[src/core/config_store_params.svh]
// How it works
// - Four user store words, 13 bits each
// - Lock freezes registers, telegrams are ignored
// - New lock acts after next power cycle
// - Lock bit can never be cleared by a telegram, only by the factory fill
// - Locked device answers no command at all
// - Read-only 14-bit processed field word
// - Field word returned with bits reversed
// - Field word reads zero outside plain analog
// - Unlocked device reprogrammable any number of times
// - Format select at bits 7:5, 000 analog
`ifndef CONFIG_STORE_PARAMS_SVH
`define CONFIG_STORE_PARAMS_SVH

// Register indices on the command port
`define ADDR_USER_STORE0 4'h0
`define ADDR_USER_STORE1 4'h1
`define ADDR_USER_STORE2 4'h2
`define ADDR_USER_STORE3 4'h3
`define ADDR_MODE_CONFIG 4'h4
`define ADDR_PERMANENT_LOCK 4'h5
`define ADDR_FIELD_VALUE 4'h6

// Field layout
`define USER_STORE_W 13
`define USER_STORE_WORDS 4
`define FIELD_W 14
`define MODE_W 10
`define DATA_W 16
`define FORMAT_MSB 7
`define FORMAT_LSB 5
`define FORMAT_PLAIN_ANALOG 3'h0

// Reset values
`define MODE_RESET 10'h000
`define DATA_ZERO 16'h0000

`endif

[src/core/config_store_pkg.sv]
package config_store_pkg;
  // Kind of a decoded telegram
  typedef enum logic [1:0] {
    CMD_READ,
    CMD_WRITE,
    CMD_STORE,
    CMD_NONE
  } cmd_kind_e;

  // One decoded telegram from the supply demodulator
  typedef struct packed {
    logic valid;
    cmd_kind_e kind;
    logic [3:0] addr;
    logic [15:0] data;
  } cmd_s;

  // Answer sent back over the output pin
  typedef struct packed {
    logic valid;
    logic [15:0] data;
  } rsp_s;
endpackage

[src/core/config_store_lock_readout.sv]
`timescale 1ns/1ps
`include "config_store_params.svh"

module config_store_lock_readout
  import config_store_pkg::*;
#(
  parameter logic [12:0] FACTORY_WORD0 = 13'h0000, // Arbitrary factory value
  parameter logic [12:0] FACTORY_WORD1 = 13'h0001, // Arbitrary factory value
  parameter logic [12:0] FACTORY_WORD2 = 13'h0002, // Arbitrary factory value
  parameter logic [12:0] FACTORY_WORD3 = 13'h0003 // Arbitrary factory value
)
(
  input wire logic clk,
  input wire logic rst,
  input wire logic nvm_init,
  input wire cmd_s cmd,
  input wire logic [13:0] field_value,
  output rsp_s rsp,
  output logic locked,
  output logic lock_programmed,
  output logic [9:0] mode_config,
  output logic [2:0] output_format_select,
  output logic [51:0] user_store_image
);

  // Working copies, seen by the signal path
  logic [12:0] user_store_ff [4];
  logic [9:0] mode_ff;
  // Nonvolatile image, survives rst (power cycle)
  // Cleared only by the factory fill input
  logic [12:0] nv_store_ff [4];
  logic [9:0] nv_mode_ff;
  logic nv_lock_ff;
  // Lock state fixed at power-up
  // Sample flag blocks commands in the first cycle after rst
  logic lock_active_ff;
  logic lock_sample_ff;
  // Answer registers
  rsp_s rsp_ff;
  // Decoded command terms
  logic accept;
  logic do_write;
  logic do_store;
  logic do_read;
  logic [12:0] factory [4];
  // Read path terms
  logic [13:0] field_reversed;
  logic [15:0] nxt_rsp_data;

  // Factory words as a table, so the fill loop can index them like the image
  assign factory[0] = FACTORY_WORD0;
  assign factory[1] = FACTORY_WORD1;
  assign factory[2] = FACTORY_WORD2;
  assign factory[3] = FACTORY_WORD3;

  // Commands count only once the lock sample is settled
  // In the sample cycle the lock state is not yet known, so refuse
  // Limitation: no flag for out-of-order word access, the programmer owns it
  assign accept = cmd.valid && !lock_sample_ff && !lock_active_ff;
  // One kind per telegram, so at most one term is high
  assign do_write = accept && (cmd.kind == CMD_WRITE);
  assign do_store = accept && (cmd.kind == CMD_STORE);
  assign do_read = accept && (cmd.kind == CMD_READ);

  // Field word goes out LSB first relative to other registers
  // Pure rewiring, costs no logic
  always_comb
  begin
    for (int i = 0; i < `FIELD_W; i++)
    begin
      field_reversed[i] = field_value[`FIELD_W - 1 - i];
    end
  end

  // Factory fill of the nonvolatile image; rst leaves it alone
  // Trade-off: image kept in flops, no write time or wear modelled
  always_ff @(posedge clk)
  begin
    if (nvm_init)
    begin
      // Blank die only; no telegram reaches this path
      for (int i = 0; i < `USER_STORE_WORDS; i++)
      begin
        nv_store_ff[i] <= factory[i];
      end
      nv_mode_ff <= `MODE_RESET;
    end
    else if (do_store)
    begin
      // One store commits all four words at once
      for (int i = 0; i < `USER_STORE_WORDS; i++)
      begin
        nv_store_ff[i] <= user_store_ff[i];
      end
      nv_mode_ff <= mode_ff;
    end
  end

  // Lock bit in the image: set only, never cleared by a command
  always_ff @(posedge clk)
  begin
    if (nvm_init)
    begin
      // Blank die leaves the part open
      nv_lock_ff <= 1'b0;
    end
    else if (do_write && (cmd.addr == `ADDR_PERMANENT_LOCK) && cmd.data[0])
    begin
      // Only a one in bit 0 gets here; a zero is ignored
      // No branch but the factory fill ever writes a zero
      nv_lock_ff <= 1'b1;
    end
  end

  // Power-up sample of the stored lock, held until next rst
  always_ff @(posedge clk)
  begin
    if (rst)
    begin
      // Refuse commands until the sample is taken
      lock_sample_ff <= 1'b1;
      lock_active_ff <= 1'b0;
    end
    else if (lock_sample_ff)
    begin
      // Taken once; a lock set later waits for the next power cycle
      lock_sample_ff <= 1'b0;
      lock_active_ff <= nv_lock_ff;
    end
  end

  // User store words: reload from image at power-up, then writable
  always_ff @(posedge clk)
  begin
    if (rst)
    begin
      for (int i = 0; i < `USER_STORE_WORDS; i++)
      begin
        // Unstored writes are lost, as on a real power cycle
        user_store_ff[i] <= nv_store_ff[i];
      end
    end
    else if (do_write && (cmd.addr <= `ADDR_USER_STORE3))
    begin
      // Order of words is the programmer's duty; any word is taken
      user_store_ff[cmd.addr[1:0]] <= cmd.data[12:0];
    end
  end

  // Mode configuration; frozen once locked because accept is low
  always_ff @(posedge clk)
  begin
    if (rst)
    begin
      // Last stored mode comes back
      mode_ff <= nv_mode_ff;
    end
    else if (do_write && (cmd.addr == `ADDR_MODE_CONFIG))
    begin
      // Upper data bits carry nothing for this register
      mode_ff <= cmd.data[9:0];
    end
  end

  // Read data selection
  always_comb
  begin
    // Unmapped indices fall through to zero
    nxt_rsp_data = `DATA_ZERO;
    if (cmd.addr <= `ADDR_USER_STORE3)
    begin
      // User store words
      nxt_rsp_data = {3'h0, user_store_ff[cmd.addr[1:0]]};
    end
    else if (cmd.addr == `ADDR_MODE_CONFIG)
    begin
      // Mode register as written, not as stored
      nxt_rsp_data = {6'h00, mode_ff};
    end
    else if (cmd.addr == `ADDR_PERMANENT_LOCK)
    begin
      // Stored lock bit, so a pending lock reads back at once
      nxt_rsp_data = {15'h0000, nv_lock_ff};
    end
    else if (cmd.addr == `ADDR_FIELD_VALUE)
    begin
      // Other formats carry a different signal, so read as zero
      if (mode_ff[`FORMAT_MSB:`FORMAT_LSB] == `FORMAT_PLAIN_ANALOG)
      begin
        nxt_rsp_data = {2'h0, field_reversed};
      end
    end
  end

  // Answer: one-cycle pulse per accepted read; silence when locked
  always_ff @(posedge clk)
  begin
    if (rst)
    begin
      // No answer pending after a power cycle
      rsp_ff <= '0;
    end
    else
    begin
      // Valid for one cycle, data held until the next answer
      rsp_ff.valid <= do_read;
      if (do_read)
      begin
        rsp_ff.data <= nxt_rsp_data;
      end
    end
  end

  // Outputs straight from flip-flops
  // Image packs word 0 in the low bits
  assign rsp = rsp_ff;
  // Lock in force this power-up, not the stored bit
  assign locked = lock_active_ff;
  assign lock_programmed = nv_lock_ff;
  assign mode_config = mode_ff;
  assign output_format_select = mode_ff[`FORMAT_MSB:`FORMAT_LSB];
  assign user_store_image = {user_store_ff[3], user_store_ff[2], user_store_ff[1], user_store_ff[0]};

endmodule

[config.mk]
export PLATFORM = sky130hd
export DESIGN_NAME = config_store_lock_readout
export DESIGN_NICKNAME = d
export VERILOG_FILES = /design/src/core/config_store_pkg.sv /design/src/core/config_store_lock_readout.sv
export VERILOG_INCLUDE_DIRS = /design/src /design/src/core
export SDC_FILE = /design/constraint.sdc
export NUM_CORES = 1
export LEC_CHECK = 0
export ABC_AREA = 1
export BUFFER_PORTS_ARGS = -buffer_cell sky130_fd_sc_hd__buf_2
export CAP_MARGIN = 10
export CELL_PAD_IN_SITES_DETAIL_PLACEMENT = 0
export CELL_PAD_IN_SITES_GLOBAL_PLACEMENT = 1
export CORE_MARGIN = 3
export CORE_UTILIZATION = 38
export CTS_CLUSTER_DIAMETER = 30
export DETAILED_ROUTE_END_ITERATION = 10
export GPL_ROUTABILITY_DRIVEN = 0
export GPL_TIMING_DRIVEN = 0
export PLACE_DENSITY_LB_ADDON = 0.1
export SLEW_MARGIN = 10
export SYNTH_ARGS = -nofsm -noshare
export SYNTH_HDL_FRONTEND = slang
export SYNTH_SLANG_ARGS = --single-unit
[constraint.sdc]
create_clock -name clk -period 2.4 [get_ports clk]
set_clock_uncertainty 0.1 [all_clocks]
set_input_delay 0.12 -clock clk [delete_from_list [all_inputs] [get_ports clk]]
set_output_delay 0.12 -clock clk [all_outputs]
set_load 0.02 [all_outputs]
==> flow_metrics.py, run 1 <==
metrics = {
    "yosys": {
        "synth_seq_area_share_pct": 59.9,
        "synth_largest_area_cell": "edfxtp_1",
        "syn_area_sq_um": 6650,
        "synth_area_per_cell_sq_um": 9.32,
        "synth-edff-count": 114,
        "synth_cell_types": 32,
        "synthArstFlopShare_pct": 0,
        "ys_top_cells_by_area": "edfxtp_1 52%, nand2_1 12%, dfxtp_1 8.4%, inv_1 4.5%, nor2_1 4.5%",
        "synth_flop_cell": "edfxtp_1",
        "synthTopCellsByCount": "217 x nand2_1, 114 x edfxtp_1, 80 x inv_1, 80 x nor2_1",
        "synthMostInstantiatedCell": "nand2_1",
        "ys_ff_latch": 142,
        "synth_top_area_share_pct": 51.5,
        "ys_warn_count": 0,
        "synth_cells": 713,
    },
    "routing": {
        "wl_per_cell_microns": 19.4,
        "drt_pass1_iterations": 5,
        "drtAntennaViolNets": 0,
        "drt_wl_total_microns": 21200,
        "drc": 0,
        "drt_iter0_markers": 434,
        "vias": 5411,
        "vias_per_cell": 4.95,
    },
    "sta": {
        "tightest_slew_ps": 762,
        "fin_crit_ps": 2270,
        "slew_viol_final": 0,
        "hold-worst-slack_ps": 59.6,
        "fmax_mhz": 441,
        "post-route-period-util_pct": 94.4,
        "rsz0062_at_grt": "no",
        "finalSetupTns_ps": 0,
        "setup_viol": 0,
        "slew_headroom_pct": 49.2,
        "hold_viol": 0,
    },
    "cells_and_area": {
        "syn_to_final_growth_pct": 23.9,
        "postLayoutCoreUtil_pct": 48.8,
        "antenna_cells": 0,
        "drive_above_1_share_pct": 25.5,
        "layout.nets": 901,
    },
    "cts": {
        "clk_latency_ps": 420,
        "cts.sinks": 142,
        "clkTransAtPathRegs_ps": 60,
        "cts_buffers": 17,
        "ctsLongestPathBuffers": 2,
        "root_buffer": "clkbuf_16",
        "cts_setup_buffers": 0,
        "cts_tree": "built",
        "cts_max_level": 4,
    },
    "global_route": {
        "use_met1_pct": 31.2,
        "grt_use_met3_pct": 4.94,
        "antenna_found_initial": 0,
        "grt_usage_pct": 22.1,
        "overflow": 0,
        "top_usage_layer": "met2",
        "grt_max_degree": 53,
        "grt_pass1_wl_microns": 32200,
        "gr-usage-met2_pct": 34.5,
        "grt_pass1_vias": 5434,
    },
    "power": {
        "switching_share_pct": 24.5,
        "p_total_w": 0.00605,
        "leakage_nw": 3.74,
        "intPower_w": 0.00456,
        "comb_power_share_pct": 9.2,
        "seqPwrFrac_pct": 47.1,
        "powerDensity_nw_per_um2": 735,
        "power_switching_w": 0.00148,
        "p_clk_share_pct": 43.7,
        "irDropWorstVdd_mv": 0.496,
    },
    "setup_path": {
        "cp-start-kind": "input port",
        "reg2reg_from": "locked",
        "path_class": "input port to register",
        "worstPathMaxFanout": 13,
        "required_ps": 2300,
        "end_kind": "register",
        "worstSetupStartpoint": "rst",
        "ff2ff_path_depth": 6,
        "worst_ep_arrival_time_ps": 2170,
    },
    "floorplan": {
        "core_sq_um": 16900,
        "io_pins": 124,
        "dieWidth_microns": 138,
        "die_area_sq_um": 19100,
        "die_h_microns": 138,
        "rows": 47,
        "initial_core_util_pct": 39.4,
    },
    "place": {
        "io_buffers": 116,
        "dpl.hpwl_microns": 15300,
    },
    "worst_hold_path": {
        "hold_start": "cmd[11]",
        "hp-class": "input port to register",
        "holdPathStages": 3,
    },
    "run_status": {
        "status": "complete, no violations",
    },
    "run": {
        "maxCapViolCount": 0,
    },
}
what timing repair did:
item,in CTS,in global routing
hold endpoints to repair,12,0
resized for setup,0,4
setup endpoints to repair,0,91
hold buffers,12,0
per-layer routing:
| layer | wire length (microns) | vias up |
|---|---|---|
| met4 | 418 | 0 |
| met5 | 0 | - |
| met1 | 9780 | 2591 |
| li1 | - | 2598 |
| met2 | 9730 | 195 |
| met3 | 1300 | 27 |
layout make-up:
type	instances	area, sq um
Inverter	88	338
Buffer	35	215
Sequential cell	142	3980
Multi-Input combinational cell	449	2140
Tap cell	220	275
Clock buffer	21	440
Clock inverter	11	141
Timing Repair Buffer	128	701
Fill cell	1632	8650
per-stage QoR:
step	cells	area [sq um]	worst slack [ps]
3_5_place_dp	1050	7510	94.9
4_1_cts	1094	8220	77.1
5_1_grt	1094	8230	38.0
2_1_floorplan	714	6650	277
3_3_place_gp	1050	7510	-246
6_report	1094	8230	134
power groups by stage:
stage	sequential (W)	combinational, W	clock [W]
final	0.00285	0.000558	0.00264
after global routing	0.00286	0.000611	0.00277
after floorplan	0.00294	0.000258	0
after CTS	0.00285	0.000559	0.00268
after global placement	0.00290	0.000537	0
after detailed placement	0.00290	0.000542	0
critical path, cell delays in order:
cell	delay [ps]
dlygate4sd3_1	530
buf_2	160
inv_1	140
clkbuf_1	610
nand2_1	600
path summary, 6_finish.rpt:
check | slack, ps | to
hold / removal | 60 | user_store_ff[2][11]
setup reg to reg | 230 | nv_store_ff[3][1]
setup / recovery | 130 | user_store_ff[3][2]
hold reg to reg | 360 | rsp[2]
cells in the final DEF, fill, tap and decap left out, drive strengths merged, types with 3 or more instances in the layout:
cell,instances
o21ai,67
edfxtp,114
bufinv,3
nand3,34
clkbuf,36
or2,4
inv,87
nand2,223
dlygate4sd3,12
clkinv,5
nand4,11
nor2,89
clkinvlp,4
dfxtp,28
buf,136
a21oi,16
flip-flops by register name, summed over array words and instances, names as in the netlist:
signal and count:
user_store_ff 52, nv_mode_ff 10, rsp 15, lock_sample_ff 1, lock_programmed 1, mode_config 10
nv_store_ff 52, locked 1
cell families after synthesis:
family	synth area share [%]
buffers and inverters	8.32
AOI/OAI and AO/OA	8.45
other	0.0564
DFF	59.9
and+or+nand+nor	23.2
No activity file was read; power rests on OpenSTA's default activity.
==> inputs of run 2 (changes only) <==
GPL_TIMING_DRIVEN = default   (was 0)
PLACE_DENSITY = 0.83   (was default)
PLACE_DENSITY_LB_ADDON = default   (was 0.1)
==> flow_metrics.py, run 2 (synthesis results as in run 1) <==
metrics = {
    "cts": {
        "root_buffer": "clkbuf_16",
        "clk_latency_ps": 420,
        "cts_buffers": 17,
        "cts_max_level": 4,
        "cts.sinks": 142,
        "cts_setup_buffers": 0,
        "ctsLongestPathBuffers": 2,
        "cts_tree": "built",
        "clkTransAtPathRegs_ps": 60,
        "cts_resized": 0,
    },
    "cells_and_area": {
        "final_cell_mix": "216 x nand2_1, 118 x buf_2, 114 x edfxtp_1",
        "final_common_cell": "nand2_1",
        "syn_to_final_growth_pct": 22.3,
        "drive_above_1_share_pct": 26.1,
        "layout.nets": 883,
        "antenna_cells": 0,
    },
    "setup_path": {
        "path_class": "register to register",
        "end_kind": "register",
        "ff2ff_path_depth": 8,
        "worst_ep_arrival_time_ps": 1960,
        "worstPathMaxFanout": 25,
        "cp-start-kind": "register",
        "reg2reg_to": "user_store_ff[0][11]",
        "reg2reg_from": "locked",
        "r2r_slack_ps": 450,
        "required_ps": 2410,
    },
    "routing": {
        "drt_pass1_iterations": 5,
        "wl_per_cell_microns": 17.5,
        "drc": 0,
        "vias": 5232,
        "drt_iter0_markers": 428,
        "drt_wl_total_microns": 18800,
        "vias_per_cell": 4.86,
        "drtAntennaViolNets": 0,
    },
    "global_route": {
        "antenna_found_initial": 0,
        "grt_pass1_wl_microns": 29000,
        "grt_max_degree": 33,
        "overflow": 0,
        "grt_pass1_vias": 5038,
        "grt_usage_pct": 19.8,
    },
    "power": {
        "leakage_nw": 3.71,
        "irDropWorstVdd_mv": 0.482,
        "p_total_w": 0.00596,
        "powerDensity_nw_per_um2": 733,
    },
    "floorplan": {
        "die_area_sq_um": 19100,
        "core_sq_um": 16900,
        "die_h_microns": 138,
        "rows": 47,
        "io_pins": 124,
        "dieWidth_microns": 138,
        "initial_core_util_pct": 39.4,
    },
    "worst_hold_path": {
        "holdPathStages": 3,
        "min_to": "user_store_ff[2][10]",
        "hold_start": "cmd[10]",
        "hp-class": "input port to register",
    },
    "sta": {
        "post-route-period-util_pct": 81.3,
        "slew_headroom_pct": 62.4,
        "hold_viol": 0,
        "fin_crit_ps": 1950,
        "rsz0062_at_grt": "no",
        "tightest_slew_ps": 564,
        "slew_viol_final": 0,
        "setup_viol": 0,
        "finalWorstSetupSlack_ps": 450,
        "finalSetupTns_ps": 0,
        "fmax_mhz": 513,
    },
    "place": {
        "io_buffers": 118,
        "post-place-ws_ps": 464,
        "dpl.hpwl_microns": 13600,
    },
    "run": {
        "maxCapViolCount": 0,
    },
    "run_status": {
        "status": "complete, no violations",
    },
}
run 2: changes by cell type in the layout (fill, tap and decap cells not counted), sizes merged:
cell / before / now
clkbuf: 36 / 17
clkinv: 5 / 9
dlygate4sd3: 12 / 10
buf: 136 / 135
bufinv: 3 / 2
inv: 87 / 88
run 2: timing repair:
item / CTS / global route
endpoints found under the hold margin: 11 / 0
hold buffers: 10 / 0
setup endpoints to repair: 0 / 0
run 2: cell type report:
cell class	count	area (sq um)
multi-input cells	449	2120
inverters	88	338
repair buffers	145	843
clock inverters	15	146
clock buffers	17	425
fillers	1608	8750
flip-flops and latches	142	3980
well taps	220	275
run 2: metrics by stage:
step	instance area, sq um	hold WS (ps)	utilization (%)	cells
6_report	8130	23.1	48.2	1076
4_1_cts	8130	8.55	48.2	1076
3_5_place_dp	7460	222	44.2	1034
5_1_grt	8130	32.3	48.2	1076
2_1_floorplan	6650	47.7	-	714
3_3_place_gp	7460	222	44.2	1034
run 2: worst max-delay path: stages (launching register included):
cell and delay, ps:
dfxtp_1 320, nor2_2 140, nand2_2 90, nor2_4 160
nand3_4 100, clkinv_4 120, nand2_4 220, nand2_1 130
buf_4 240
run 2: how the worst max path moves through the flow:
stage	from	end	slack, ps
CTS	locked	user_store_ff[0][11]	450
finish	locked	user_store_ff[0][11]	450
detailed placement	cmd[16]	mode_config[3]	460
floorplan	locked	nv_store_ff[0][0]	280
global placement	cmd[16]	mode_config[3]	500
global route	locked	nv_store_ff[3][9]	340
run 2: per-layer routing:
layer	routed length (microns)	GRT usage (%)	share of wire, %
met1	8170	27.9	43
met2	8830	31.0	47
met3	1580	4.49	8.4
met4	238	5.82	1.3
met5	0	0	0
run 2: power by group:
group	switching (W)	internal, W	total [W]
sequential	0.0000745	0.00277	0.00285
clock	0.00105	0.00152	0.00257
combinational	0.000379	0.000163	0.000543
total	0.00150	0.00446	0.00596
==> inputs of run 3 (changes only) <==
ABC_AREA = 0   (was 1)
CORE_UTILIZATION = 40   (was 38)
PLACE_DENSITY = 0.82   (was 0.83)
clock period = 1.75 ns   (was 2.4 ns; I/O delays follow)
==> flow_metrics.py, run 3 <==
metrics = {
    "sta": {
        "tightest_slew_ps": 725,
        "fmax_mhz": 472,
        "hold_viol": 0,
        "slew_headroom_pct": 51.4,
        "setup_viol": 209,
        "rsz0062_at_grt": "yes",
        "slew_viol_final": 0,
        "post-route-period-util_pct": 121,
        "hold-worst-slack_ps": 75.1,
        "fin_crit_ps": 2120,
        "finalWorstSetupSlack_ps": -369,
    },
    "routing": {
        "drt_wl_total_microns": 19300,
        "wl_met1_microns": 8070,
        "wl_per_cell_microns": 23.4,
        "vias_per_cell": 5.64,
        "top_layer_used": "met4",
        "drtAntennaViolNets": 0,
        "drc": 0,
        "drt_iter0_markers": 466,
        "met3_length_microns": 1280,
        "vias": 4656,
        "met2_length_microns": 9500,
        "drt_pass1_iterations": 5,
    },
    "yosys": {
        "muxShareOfSynthArea_pct": 16.9,
        "ys_top_cells_by_area": "edfxtp_1 55%, dfxtp_1 9.0%, mux2_2 7.9%, and2_1 5.0%, mux2_4 4.3%",
        "synth_compound_area_share_pct": 6.10,
        "synth_top_area_share_pct": 54.9,
        "synthAdderAreaFrac_pct": 0,
        "synth_area_per_cell_sq_um": 15.0,
        "synth-edff-count": 114,
        "ys_ff_latch": 142,
        "ys_warn_count": 0,
        "synth_largest_area_cell": "edfxtp_1",
        "synth_top_family_by_area": "multiplexers",
        "synthXorXnorAreaFrac_pct": 0,
        "synth_cells": 417,
        "synth_flop_cell": "edfxtp_1",
        "synthMostInstantiatedCell": "edfxtp_1",
        "synthArstFlopShare_pct": 0,
        "synth_cell_types": 37,
        "synthTopCellsByCount": "114 x edfxtp_1, 50 x and2_1, 44 x mux2_2, 28 x dfxtp_1, 22 x mux2i_1",
        "synthSimpleGateAreaFrac_pct": 10.5,
        "syn_area_sq_um": 6240,
        "synth_seq_area_share_pct": 63.9,
    },
    "cells_and_area": {
        "final_common_cell": "buf_2",
        "syn_to_final_growth_pct": 42.8,
        "fill_cells": 1149,
        "antenna_cells": 0,
        "drive_above_1_share_pct": 53.2,
        "layout.nets": 664,
        "final_cell_mix": "118 x buf_2, 114 x edfxtp_1, 44 x mux2_2",
    },
    "floorplan": {
        "rows": 45,
        "core_sq_um": 15200,
        "dieWidth_microns": 131,
        "die_area_sq_um": 17100,
        "initial_core_util_pct": 41.0,
        "die_h_microns": 131,
        "io_pins": 124,
    },
    "power": {
        "leakage_nw": 3.71,
        "irDropWorstVdd_mv": 0.766,
        "powerDensity_nw_per_um2": 943,
    },
    "setup_path": {
        "reg2reg_to": "user_store_ff[0][9]",
        "cp-start-kind": "register",
        "required_ps": 1830,
        "worstPathMaxFanout": 7,
        "worst_ep_arrival_time_ps": 2190,
        "end_kind": "register",
        "ff2ff_path_depth": 7,
        "r2r_slack_ps": -370,
        "path_class": "register to register",
        "reg2reg_from": "lock_sample_ff",
    },
    "cts": {
        "clkTransAtPathRegs_ps": 60,
        "ctsLongestPathBuffers": 2,
        "cts_tree": "built",
        "clk_latency_ps": 430,
        "cts_max_level": 4,
        "cts.sinks": 142,
        "root_buffer": "clkbuf_16",
        "cts_buffers": 17,
    },
    "place": {
        "post-place-ws_ps": -367,
        "dpl.hpwl_microns": 11800,
        "io_buffers": 118,
    },
    "run": {
        "maxCapViolCount": 0,
    },
    "worst_hold_path": {
        "holdPathStages": 4,
        "hold_start": "cmd[21]",
        "min_to": "nv_mode_ff[9]",
        "hp-class": "input port to register",
    },
    "global_route": {
        "grt_pass1_vias": 4611,
        "grt_max_degree": 25,
        "grt_usage_pct": 21.6,
        "grt_pass1_wl_microns": 26800,
        "overflow": 0,
        "antenna_found_initial": 0,
    },
    "run_status": {
        "status": "finished, violations left",
        "violations": "negative setup slack",
    },
}
-- run 3: changes by cell type after synthesis, moves of 18 or more --
cell | before | now
inv_1 | 80 | 0
o21ai_0 | 33 | 0
nor2_1 | 80 | 9
mux2_2 | 0 | 44
mux2_4 | 0 | 18
nand3_1 | 32 | 11
mux2i_1 | 0 | 22
o21ai_2 | 33 | 0
nand2_1 | 217 | 12
and2_1 | 0 | 50
-- run 3: report_power, final --
group          switching, W  internal, W  leakage (nW)
registers          0.000106      0.00380          1.37
logic              0.000476     0.000399          2.07
clock network       0.00149      0.00212         0.275
-- run 3: layer usage --
layer	GRT usage, %	vias to the layer above
li1	-	2011
met1	29.1	2384
met2	33.9	228
met3	4.88	33
met4	8.77	0
met5	0	-
-- run 3: critical path, stage by stage (launching register included) --
cell and delay [ps]:
dfxtp_2 330, nor4b_4 320, nand4b_4 180, buf_4 180, buf_12 120, nand2b_4 160, clkbuf_16 190, mux2_2 280
-- run 3: worst max path at each step --
stage | cells past startpoint | startpoint | end
after floorplan | 6 | locked | user_store_ff[1][10]
after global placement | 5 | lock_sample_ff | user_store_ff[2][3]
after detailed placement | 5 | lock_sample_ff | user_store_ff[2][10]
after CTS | 5 | lock_sample_ff | user_store_ff[1][11]
after global routing | 7 | lock_sample_ff | user_store_ff[0][0]
final | 7 | lock_sample_ff | user_store_ff[0][9]
-- run 3: cell type report --
cell class / count / area, sq um / share of cell area, %
well taps: 188 / 235 / 2.64
flip-flops and latches: 142 / 3990 / 44.8
clock inverters: 14 / 156 / 1.76
multi-input cells: 248 / 2340 / 26.3
repair buffers: 215 / 1750 / 19.7
clock buffers: 18 / 429 / 4.82
-- run 3: metrics by stage --
step | instance area (sq um) | util [%] | total power (W) | TNS (ps) | instances
6_report | 8900 | 58.6 | 0.00840 | -47070 | 825
5_1_grt | 8900 | 58.6 | 0.00861 | -61920 | 825
4_1_cts | 8740 | 57.5 | 0.00839 | -46820 | 818
3_5_place_dp | 7340 | 48.3 | 0.00467 | -45740 | 730
3_3_place_gp | 7340 | 48.3 | 0.00465 | -42090 | 730
2_1_floorplan | 6320 | - | 0.00433 | -33400 | 418
-- run 3: repair_timing --
action,CTS,global route
buffers inserted,20,13
endpoints found under the hold margin,75,1
setup endpoints to repair,201,232
hold buffers,28,1
cloned,10,5
pin swaps,5,9
resized for setup,38,60
-- run 3: logic make-up (layout without fill, tap and decap cells) --
group                  Yosys count  in the layout
buffers and inverters           31            247
other                            1              2
and+or+nand+nor                109            112
AOI/OAI and AO/OA               47             47
DFF                            142            142
muxes                           87             87
